## config.mk

```make
export PLATFORM = sky130hd
export DESIGN_NAME = cie_exec
export DESIGN_NICKNAME = d
export VERILOG_FILES = /design/src/verilog/cie_pkg.sv /design/src/verilog/cie_rf_if.sv /design/src/verilog/cie_exec.sv /design/src/verilog/cie_regfile.sv
export VERILOG_INCLUDE_DIRS = /design/src /design/src/verilog
export SDC_FILE = /design/constraint.sdc
export NUM_CORES = 1
export LEC_CHECK = 0
export BUFFER_PORTS_ARGS = -buffer_cell sky130_fd_sc_hd__buf_2
export CAP_MARGIN = 20
export CORE_MARGIN = 2
export CORE_UTILIZATION = 55
export DETAILED_ROUTE_END_ITERATION = 12
export HOLD_SLACK_MARGIN = 0.08
export MAX_ROUTING_LAYER = met4
export PLACE_DENSITY = 0.71
export SLEW_MARGIN = 20
export SYNTH_ARGS = -nofsm -noshare
export SYNTH_HDL_FRONTEND = slang
export SYNTH_SLANG_ARGS = --single-unit
export TNS_END_PERCENT = 10
```

## constraint.sdc

```tcl
create_clock -name sys_clk_in -period 8.9 [get_ports sys_clk_in]
set_input_delay 2.67 -clock sys_clk_in [delete_from_list [all_inputs] [get_ports sys_clk_in]]
set_output_delay 2.67 -clock sys_clk_in [all_outputs]
set_load 0.01 [all_outputs]
```

## src/verilog/cie_consts.svh

```systemverilog
// constants for the instruction execute subset: widths, positions, reset values
`ifndef CIE_CONSTS_SVH
`define CIE_CONSTS_SVH

// ***********************************************************
// data and operand widths
// ***********************************************************
`define CIE_DATA_W      8
`define CIE_ADDR_W      7
`define CIE_REG_DEPTH   128
`define CIE_OP_W        3

// ***********************************************************
// field positions
// ***********************************************************
`define CIE_MSB         7
`define CIE_LSB         0
`define CIE_NIB_HI_MSB  7
`define CIE_NIB_HI_LSB  4
`define CIE_NIB_LO_MSB  3
`define CIE_NIB_LO_LSB  0

// ***********************************************************
// reset and forced values
// ***********************************************************
`define CIE_ACC_RST     8'h00
`define CIE_WATCHDOG_CLEAR   8'h00
`define CIE_FLAG_RST         1'b0
`define CIE_TIMEOUT_RST      1'b1
`define CIE_POWERDOWN_RST    1'b1
`define CIE_TIMEOUT_HALT     1'b1
`define CIE_POWERDOWN_HALT   1'b0
`define CIE_DEST_ACC    1'b0
`define CIE_DEST_REG    1'b1

`endif

```

## src/verilog/cie_pkg.sv

```systemverilog
// types shared by the instruction execute subset
package cie_pkg;

   // instruction select presented on the opcode port
   typedef enum logic [2:0] {
      CIE_OP_NOP     = 3'b000,
      CIE_OP_HALT    = 3'b001,
      CIE_OP_ROTR    = 3'b010,
      CIE_OP_LIT_SUB = 3'b011,
      CIE_OP_REG_SUB = 3'b100,
      CIE_OP_REG_XOR = 3'b101,
      CIE_OP_NIB_EX  = 3'b110,
      CIE_OP_LIT_XOR = 3'b111
   } cie_op_e;

   // sequencer states
   typedef enum logic [1:0] {
      CIE_ST_IDLE  = 2'b00,
      CIE_ST_EXEC  = 2'b01,
      CIE_ST_SLEEP = 2'b10
   } cie_state_e;

   typedef logic [7:0] cie_byte_t;

endpackage

```

## src/verilog/cie_rf_if.sv

```systemverilog
// carrier between the sequencer and its register file
`timescale 1ns/1ps
`default_nettype none
interface cie_rf_if;
   logic       we;
   logic [6:0] waddr;
   logic [7:0] wdata;
   logic [6:0] raddr;
   logic [7:0] rdata;

   modport ctrl (output we, output waddr, output wdata, output raddr, input rdata);
   modport mem  (input we, input waddr, input wdata, input raddr, output rdata);
endinterface
`default_nettype wire

```

## src/verilog/cie_exec.sv

```systemverilog
// execute sequencer for halt, rotate, subtract, xor and nibble exchange
`timescale 1ns/1ps
`default_nettype none
`include "cie_consts.svh"
module cie_exec
   import cie_pkg::*;
#(
   parameter int REG_DEPTH = `CIE_REG_DEPTH
) (
   // clock and reset
   input  wire logic       sys_clk_in,
   input  wire logic       rst_n_in,
   // instruction issue
   input  wire logic       start_in,
   input  wire logic [2:0] opcode_in,
   input  wire logic [6:0] reg_addr_in,
   input  wire logic       dest_in,
   input  wire logic [7:0] literal_in,
   // register preload, idle only
   input  wire logic       load_en_in,
   input  wire logic [7:0] load_data_in,
   // wake from sleep, asynchronous pin
   input  wire logic       wake_in,
   // status and results
   output logic            ready_out,
   output logic            done_out,
   output logic [7:0]      acc_out,
   output logic [7:0]      result_out,
   output logic            borrow_not_flag_out,
   output logic            nibble_borrow_not_flag_out,
   output logic            all_bits_low_flag_out,
   output logic            timeout_flag_out,
   output logic            powerdown_flag_out,
   output logic            watchdog_clear_out,
   output logic            sleep_out
);

   // elaboration check: the address field is fixed at 7 bits
   if (REG_DEPTH != `CIE_REG_DEPTH) begin
      $error("cie_exec: register depth must match the 7-bit address field");
   end

   // ***********************************************************
   // state
   // ***********************************************************
   cie_state_e state_reg;
   cie_op_e    op_reg;
   logic [6:0] addr_reg;
   logic       dest_reg;
   cie_byte_t  lit_reg;
   logic       wake_meta_reg;
   logic       wake_sync_reg;

   cie_rf_if rf_bus ();

   cie_regfile #(.DEPTH(REG_DEPTH)) u_regfile (
      .sys_clk_in (sys_clk_in),
      .rf         (rf_bus.mem)
   );

   // wake pin passes two flops before the sequencer sees it
   always_ff @(posedge sys_clk_in or negedge rst_n_in) begin
      if (!rst_n_in) begin
         wake_meta_reg <= 1'b0;
         wake_sync_reg <= 1'b0;
      end else begin
         wake_meta_reg <= wake_in;
         wake_sync_reg <= wake_meta_reg;
      end
   end

   // ***********************************************************
   // operand capture and datapath
   // ***********************************************************
   logic accept;
   assign accept = (state_reg == CIE_ST_IDLE) && start_in;

   // operands held for the execute cycle
   // seven-bit address, byte literal
   always_ff @(posedge sys_clk_in or negedge rst_n_in) begin
      if (!rst_n_in) begin
         op_reg   <= CIE_OP_NOP;
         addr_reg <= 7'h00;
         dest_reg <= `CIE_DEST_ACC;
         lit_reg  <= 8'h00;
      end else if (accept) begin
         op_reg   <= cie_op_e'(opcode_in);
         addr_reg <= reg_addr_in;
         dest_reg <= dest_in;
         lit_reg  <= literal_in;
      end
   end

   // read address follows the port so data are ready in the execute cycle
   assign rf_bus.raddr = reg_addr_in;

   cie_byte_t  fval;
   cie_byte_t  res;
   logic [8:0] sub_full;
   logic [4:0] sub_nib;
   cie_byte_t  minuend;
   assign fval    = rf_bus.rdata;
   assign minuend = (op_reg == CIE_OP_LIT_SUB) ? lit_reg : fval;
   // two's complement subtract: carry out is the not-borrow
   assign sub_full = {1'b0, minuend} + {1'b0, ~acc_out} + 9'h001;
   assign sub_nib  = {1'b0, minuend[`CIE_NIB_LO_MSB:`CIE_NIB_LO_LSB]}
                   + {1'b0, ~acc_out[`CIE_NIB_LO_MSB:`CIE_NIB_LO_LSB]} + 5'h01;

   // result selection per operation
   always_comb begin
      case (op_reg)
         CIE_OP_ROTR:    res = {borrow_not_flag_out, fval[`CIE_MSB:1]};
         CIE_OP_LIT_SUB: res = sub_full[7:0];
         CIE_OP_REG_SUB: res = sub_full[7:0];
         CIE_OP_REG_XOR: res = acc_out ^ fval;
         CIE_OP_LIT_XOR: res = acc_out ^ lit_reg;
         CIE_OP_NIB_EX:  res = {fval[`CIE_NIB_LO_MSB:`CIE_NIB_LO_LSB],
                                fval[`CIE_NIB_HI_MSB:`CIE_NIB_HI_LSB]};
         default:        res = acc_out;
      endcase
   end

   logic exec;
   logic is_lit_op;
   logic to_reg;
   assign exec      = (state_reg == CIE_ST_EXEC);
   assign is_lit_op = (op_reg == CIE_OP_LIT_SUB) || (op_reg == CIE_OP_LIT_XOR);
   assign to_reg    = exec && !is_lit_op && (dest_reg == `CIE_DEST_REG)
                      && (op_reg != CIE_OP_HALT) && (op_reg != CIE_OP_NOP);

   // register file write: preload when idle, else write-back
   assign rf_bus.we    = to_reg || ((state_reg == CIE_ST_IDLE) && load_en_in && !start_in);
   assign rf_bus.waddr = to_reg ? addr_reg : reg_addr_in;
   assign rf_bus.wdata = to_reg ? res : load_data_in;

   // ***********************************************************
   // sequencer
   // ***********************************************************
   // halt parks the core until wake
   always_ff @(posedge sys_clk_in or negedge rst_n_in) begin
      if (!rst_n_in) begin
         state_reg <= CIE_ST_IDLE;
      end else begin
         case (state_reg)
            CIE_ST_IDLE:  if (start_in) state_reg <= CIE_ST_EXEC;
            CIE_ST_EXEC:  state_reg <= (op_reg == CIE_OP_HALT) ? CIE_ST_SLEEP : CIE_ST_IDLE;
            CIE_ST_SLEEP: if (wake_sync_reg) state_reg <= CIE_ST_IDLE;
            default:      state_reg <= CIE_ST_IDLE;
         endcase
      end
   end

   // handshake outputs, all from flops
   always_ff @(posedge sys_clk_in or negedge rst_n_in) begin
      if (!rst_n_in) begin
         ready_out  <= 1'b1;
         done_out   <= 1'b0;
         sleep_out  <= 1'b0;
         result_out <= 8'h00;
      end else begin
         done_out  <= exec;
         sleep_out <= (exec && op_reg == CIE_OP_HALT)
                      || (state_reg == CIE_ST_SLEEP && !wake_sync_reg);
         ready_out <= (state_reg == CIE_ST_IDLE && !start_in)
                      || (exec && op_reg != CIE_OP_HALT)
                      || (state_reg == CIE_ST_SLEEP && wake_sync_reg);
         if (exec) begin
            result_out <= res;
         end
      end
   end

   // accumulator write for literal ops and destination zero
   always_ff @(posedge sys_clk_in or negedge rst_n_in) begin
      if (!rst_n_in) begin
         acc_out <= `CIE_ACC_RST;
      end else if (exec && !to_reg && op_reg != CIE_OP_HALT && op_reg != CIE_OP_NOP) begin
         acc_out <= res;
      end
   end

   // arithmetic flags, each op touches only its own
   always_ff @(posedge sys_clk_in or negedge rst_n_in) begin
      if (!rst_n_in) begin
         borrow_not_flag_out        <= `CIE_FLAG_RST;
         nibble_borrow_not_flag_out <= `CIE_FLAG_RST;
         all_bits_low_flag_out      <= `CIE_FLAG_RST;
      end else if (exec) begin
         case (op_reg)
            CIE_OP_ROTR: borrow_not_flag_out <= fval[`CIE_LSB];
            CIE_OP_LIT_SUB, CIE_OP_REG_SUB: begin
               borrow_not_flag_out        <= sub_full[8];
               nibble_borrow_not_flag_out <= sub_nib[4];
               all_bits_low_flag_out      <= (res == 8'h00);
            end
            CIE_OP_REG_XOR, CIE_OP_LIT_XOR: all_bits_low_flag_out <= (res == 8'h00);
            default: ;
         endcase
      end
   end

   // power status and watchdog clear
   // halt side effects
   always_ff @(posedge sys_clk_in or negedge rst_n_in) begin
      if (!rst_n_in) begin
         timeout_flag_out   <= `CIE_TIMEOUT_RST;
         powerdown_flag_out <= `CIE_POWERDOWN_RST;
         watchdog_clear_out <= 1'b0;
      end else begin
         watchdog_clear_out <= exec && (op_reg == CIE_OP_HALT);
         if (exec && op_reg == CIE_OP_HALT) begin
            timeout_flag_out   <= `CIE_TIMEOUT_HALT;
            powerdown_flag_out <= `CIE_POWERDOWN_HALT;
         end
      end
   end
endmodule
`default_nettype wire

```

## src/verilog/cie_regfile.sv

```systemverilog
// file register storage with registered read data
`timescale 1ns/1ps
`default_nettype none
`include "cie_consts.svh"
module cie_regfile
   import cie_pkg::*;
#(
   parameter int DEPTH = `CIE_REG_DEPTH
) (
   // clock
   input wire logic sys_clk_in,
   // access port
   cie_rf_if.mem    rf
);

   // the address field is 7 bits, so more than 128 words cannot be reached
   if (DEPTH < 1 || DEPTH > `CIE_REG_DEPTH) begin
      $error("cie_regfile: DEPTH out of range");
   end

   cie_byte_t mem_reg [DEPTH];
   cie_byte_t rdata_reg;

   // write port; no reset so the array maps onto plain ram
   always_ff @(posedge sys_clk_in) begin
      if (rf.we) begin
         mem_reg[rf.waddr] <= rf.wdata;
      end
   end

   // read data come from a flop, one cycle after the address
   always_ff @(posedge sys_clk_in) begin
      rdata_reg <= mem_reg[rf.raddr];
   end

   assign rf.rdata = rdata_reg;

endmodule
`default_nettype wire

```

==> results of run 1 <==
metrics by stage:
step	total power, W	instance area [µm²]	std cells
final	0.0119	47800	3239
after global routing	0.0123	47800	3239
after CTS	0.0120	47700	3235
after detailed placement	0.00740	44100	3028
after global placement	0.00735	44100	3028
after floorplan	0.00697	42600	2007
power by group:
| group | internal (W) | switching, W |
|---|---|---|
| registers | 0.00589 | 0.000117 |
| logic | 0.000433 | 0.000879 |
| clock network | 0.00268 | 0.00192 |
layout make-up:
class / count / area share, %
Clock inverter: 74 / 1.58
Clock buffer: 133 / 6.01
Inverter: 18 / 0.141
Multi-Input combinational cell: 804 / 21.1
Sequential cell: 1079 / 67.2
Tap cell: 1040 / 2.72
Antenna cell: 2 / 0.0105
Timing Repair Buffer: 89 / 1.31
synthesized netlist by cell type (all sizes together) (3+ instances only):
cell type  instances  area share (%)
a21oi             18            0.21
a22oi             36            0.63
a31oi              4           0.059
and2               7            0.10
buf               69            0.91
clkbuf            37            0.33
dfrtp             45             2.6
dfxtp              8            0.38
edfxtp          1024              72
ha                 9            0.26
inv               18            0.16
mux2              27            0.71
mux2i             23            0.54
mux4             312              16
nand2             65            0.57
nand2b            19            0.28
nand3             11            0.14
nand3b             4           0.070
nand4             10            0.15
nor2             138             1.2
nor2b              7            0.10
nor3               9            0.12
nor3b              5           0.088
o211ai             8            0.14
o21ai             41            0.48
o31ai              5           0.088
or2                3           0.044
or3                4           0.059
xnor2              9            0.18
critical path, delay by kind of cell:
kind                   cells  cell delay, ns
buffers and inverters      1            0.11
AO/OA/AOI/OAI              1            0.43
AND/OR/NAND/NOR            3            2.54
per-layer routing:
metal  up-vias  routed length [µm]  track usage (%)
met5         -                   0                -
met1     10900               38600             36.3
li1       8541                   -                -
met2      1124               46100             38.5
met3       149                9120             4.75
met4         0                2960             8.38
final timing paths:
path	cells after the start	slack, ns	endpoint
max in group asynchronous	1	6.51	wake_sync_reg
min	0	0.37	wake_sync_reg
min in group asynchronous	1	1.99	acc_out[1]
min reg2reg	0	0.37	wake_sync_reg
max	5	3.44	u_regfile.mem_reg[119][6]
max reg2reg	13	3.51	u_regfile.mem_reg[60][6]
cell families (layout without fill, tap and decap cells):
family | after synthesis | after routing | synth area share, %
flops | 1079 | 1079 | 75.3
mux | 362 | 362 | 17.7
xor+xnor | 9 | 9 | 0.185
buf+inv | 124 | 314 | 1.39
simple gates | 289 | 289 | 3.07
other cells | 1 | 3 | 0.00880
compound gates | 133 | 133 | 2.02
fa+ha+maj | 10 | 10 | 0.311
==> results_dict.tcl, run 1 <==
set metrics [dict create \
    grt_pass1_vias 21200 \
    layout_common_cells "edfxtp_1, mux4_2, nor2_1, clkbuf_16, nand2_1" \
    async_flop_share_pct 4.36 \
    vias 20800 \
    cts_buffer_depth 3 \
    powerDensity_mw_per_mm2 250 \
    min_period_ns 5.46 \
    wl_um 96800 \
    drtIter0Drc 2866 \
    yosysSeqAreaShare_pct 75.3 \
    post_cts_resized 0 \
    postLayoutCoreUtil_pct 62.0 \
    seq_area_mm2 0.0321 \
    path_clk_slew_ns 0.06 \
    clock-root-buffer "clkbuf_16" \
    rsz0062_at_grt "no" \
    drc 0 \
    slew_headroom_pct 16.7 \
    final-setup-viol-count 0 \
    endpoint_kind "flop" \
    drt_pass1_iterations 6 \
    cellLeakagePower_nw 15.1 \
    core-area_mm2 0.0771 \
    criticalPathCategory "input pin to flop" \
    peakVddDrop_uv 148 \
    fin_nets 2143 \
    fin_setup_tns_ns 0 \
    h-tree-depth 3 \
    cap_viol_max_count 0 \
    area_growth_pct 12.1 \
    antenna_found_initial 3 \
    ys_warn_count 0 \
    multiInputGateArea_mm2 0.0101 \
    io_buffers 55 \
    overflow 0 \
    vias_per_cell 6.41 \
    start_util_pct 55.3 \
    post_route_cells_drive_above_1_share_pct 28.3 \
    slew_viol_final 0 \
    cts_setup_buffers 0 \
    yosys_register_bits 1079 \
    die_h_um 282 \
    slowest_stage "nor2_1" \
    rr_startpoint "op_reg[1]" \
    hold_ws_ns 0.365 \
    largest_reg_flops 1024 \
    syn-cell-area_mm2 0.0426 \
    globalplace.congestion 0.878 \
    dieArea_mm2 0.0797 \
    grt_max_degree 117 \
    synth_cell_types 56 \
    pre_cts_slack_ns 2.83 \
    die_x_um 282 \
    synth_edf_count 1024 \
    final_hold_viol_count 0 \
    grt_pass1_wl_um 143000 \
    critPathMaxStageDelay_ns 1.01 \
    path_max_fanout 13 \
    crit_chain "buf_2, or4b_2, o22ai_1, nand2_1, nor2_1" \
    num_rows 102 \
    grtUsageTotal_pct 25.7 \
    fmax_mhz 183 \
    insertion_delay_ns 0.68 \
    postRouteAntennaNets 0 \
    synthCells 2007 \
    clock_sinks 1079 \
    clock_skew_ns 0.0386 \
    final_common_cell "edfxtp_1" \
    ios 57 \
    worstHoldStart "wake_meta_reg" \
    startpoint_type "input pin" \
    cp-startpoint "start_in" \
    hpwl_um 58000 \
    wl_per_cell_um 29.9 \
    syn_area_per_cell_um2 21.2 \
    syn_nets 2049 \
    synth_top_flop_cell "edfxtp_1" \
    cts_tree "built" \
    cts_buffers 109 \
    layout_setup_ws_ns 3.44 \
    run_status "complete, no violations" \
    hold_path_class "flop to flop" \
    layout_worst_path_cycle_share_pct 61.4 \
    n_fill_cell 5210 \
    crit_arrival_ns 5.76 \
    cp.required_ns 9.20 \
    worst_slew_pin_slew_ns 1.25 \
    cts_hold_buf 0 \
]
(Power assumes the default switching activity.)
==> run 2: changes to the inputs <==
- clock period: 8.9 -> 4.8 ns (I/O delays scaled with it)
==> run 2 against run 1 <==
Final cell count rose by 4.7%. Flip-flop and latch count did not move. First-iteration DRC count decreased by 7.7%. Sequential share of layout area down 1.6 points. Critical path type is now flop to flop. Critical path depth is 8 higher. Count of clock-buffer cells in the layout down 6.
==> results_dict.tcl, run 2 (synthesized netlist as in run 1, its figures left out) <==
set metrics [dict create \
    worstHoldStart "wake_meta_reg" \
    worst_slew_pin_slew_ns 0.894 \
    cp-startpoint "op_reg[2]" \
    drtIter0Drc 2645 \
    peakVddDrop_uv 319 \
    ios 57 \
    start_util_pct 55.3 \
    final_common_cell "edfxtp_1" \
    final_hold_viol_count 0 \
    hpwl_um 60800 \
    cts_tree "built" \
    area_growth_pct 14.8 \
    seq_area_mm2 0.0321 \
    overflow 0 \
    die_x_um 282 \
    vias_per_cell 6.32 \
    postLayoutCoreUtil_pct 63.5 \
    clock_skew_ns 0.0294 \
    min_period_ns 4.08 \
    powerDensity_mw_per_mm2 445 \
    cellLeakagePower_nw 15.9 \
    endpoint_kind "flop" \
    crit_arrival_ns 4.54 \
    layout_worst_path_cycle_share_pct 85.1 \
    path_max_fanout 60 \
    wl_per_cell_um 29.1 \
    cp.required_ns 5.26 \
    slew_viol_final 0 \
    die_h_um 282 \
    path_clk_slew_ns 0.06 \
    clock_sinks 1079 \
    insertion_delay_ns 0.68 \
    rsz0062_at_grt "no" \
    core-area_mm2 0.0771 \
    run_status "complete, no violations" \
    cts_buffer_depth 3 \
    io_buffers 55 \
    postRouteAntennaNets 0 \
    slew_headroom_pct 40.0 \
    drt_pass1_iterations 5 \
    clock-root-buffer "clkbuf_16" \
    multiInputGateArea_mm2 0.0100 \
    vias 21400 \
    rr_startpoint "op_reg[2]" \
    grt_pass1_vias 21300 \
    final-setup-viol-count 0 \
    num_rows 102 \
    n_fill_cell 5097 \
    fin_nets 2300 \
    largest_reg_flops 1024 \
    cap_viol_max_count 0 \
    dieArea_mm2 0.0797 \
    startpoint_type "flop" \
    cts_buffers 104 \
    globalplace.congestion 0.911 \
    grt_max_degree 129 \
    h-tree-depth 3 \
    cts_hold_buf 0 \
    antenna_found_initial 1 \
    wl_um 98700 \
    grt_pass1_wl_um 145000 \
    grtUsageTotal_pct 26.1 \
    fmax_mhz 245 \
    drc 0 \
    cts_setup_buffers 0 \
    post_route_cells_drive_above_1_share_pct 32.5 \
    hold_ws_ns 0.391 \
    post_cts_resized 0 \
    criticalPathCategory "flop to flop" \
    layout_common_cells "edfxtp_1, mux4_2, buf_4, nor2_1, clkbuf_16" \
    hold_path_class "flop to flop" \
]
[run 2: final cells by class]
type                    instances  share of cell area [%]
diodes                          1                 0.00511
clock buffers                 127                    5.67
clock inverters                70                    1.29
inverters                      18                   0.138
multi-input cells             804                    20.5
flip-flops and latches       1079                    65.6
well taps                    1040                    2.66
repair buffers                251                    4.16
[run 2: metal layers]
| layer | vias to the layer above | global-route usage (%) | part of all wire (%) |
|---|---|---|---|
| met4 | 0 | 9.08 | 3.4 |
| met1 | 11300 | 36.4 | 40 |
| met2 | 1073 | 40.3 | 49 |
| met5 | - | - | 0 |
| li1 | 8853 | - | - |
| met3 | 169 | 3.65 | 7.9 |
[run 2: worst max-delay path, stage by stage (launching register included)]
cell and delay (ns):
dfrtp_1 0.38, nor2b_1 0.19, nand2_1 0.34, mux2i_1 0.34, ha_1 0.19, inv_1 0.05
fa_1 0.43, a21oi_1 0.35, nor2_1 0.12, o21ai_0 0.22, a32oi_1 0.13, buf_4 0.17
o21ai_4 0.58, buf_12 0.33
[run 2: power breakdown]
part	internal [W]	total, W	switching, W
combinational	0.000908	0.00262	0.00171
sequential	0.0109	0.0111	0.000168
clock	0.00461	0.00808	0.00347
total	0.0164	0.0218	0.00534
[run 2: worst paths after layout]
path | slack, ns | cells after the start | endpoint
max | 0.72 | 13 | u_regfile.mem_reg[61][6]
min | 0.39 | 0 | wake_sync_reg
max reg2reg | 0.72 | 13 | u_regfile.mem_reg[61][6]
min reg2reg | 0.39 | 0 | wake_sync_reg
max in group asynchronous | 3.60 | 1 | state_reg[1]
min in group asynchronous | 0.80 | 1 | acc_out[3]
[run 2: through the flow]
stage               power, W  setup TNS (ns)  instance area, µm²  worst slack [ns]  std cells
floorplan             0.0128         -388.03               42700             -1.36       2007
global placement      0.0138               0               45500             0.603       3192
detailed placement    0.0139               0               45500             0.589       3192
CTS                   0.0219               0               48900             0.740       3389
global route          0.0225               0               48900             0.434       3389
finish                0.0218               0               48900             0.716       3390
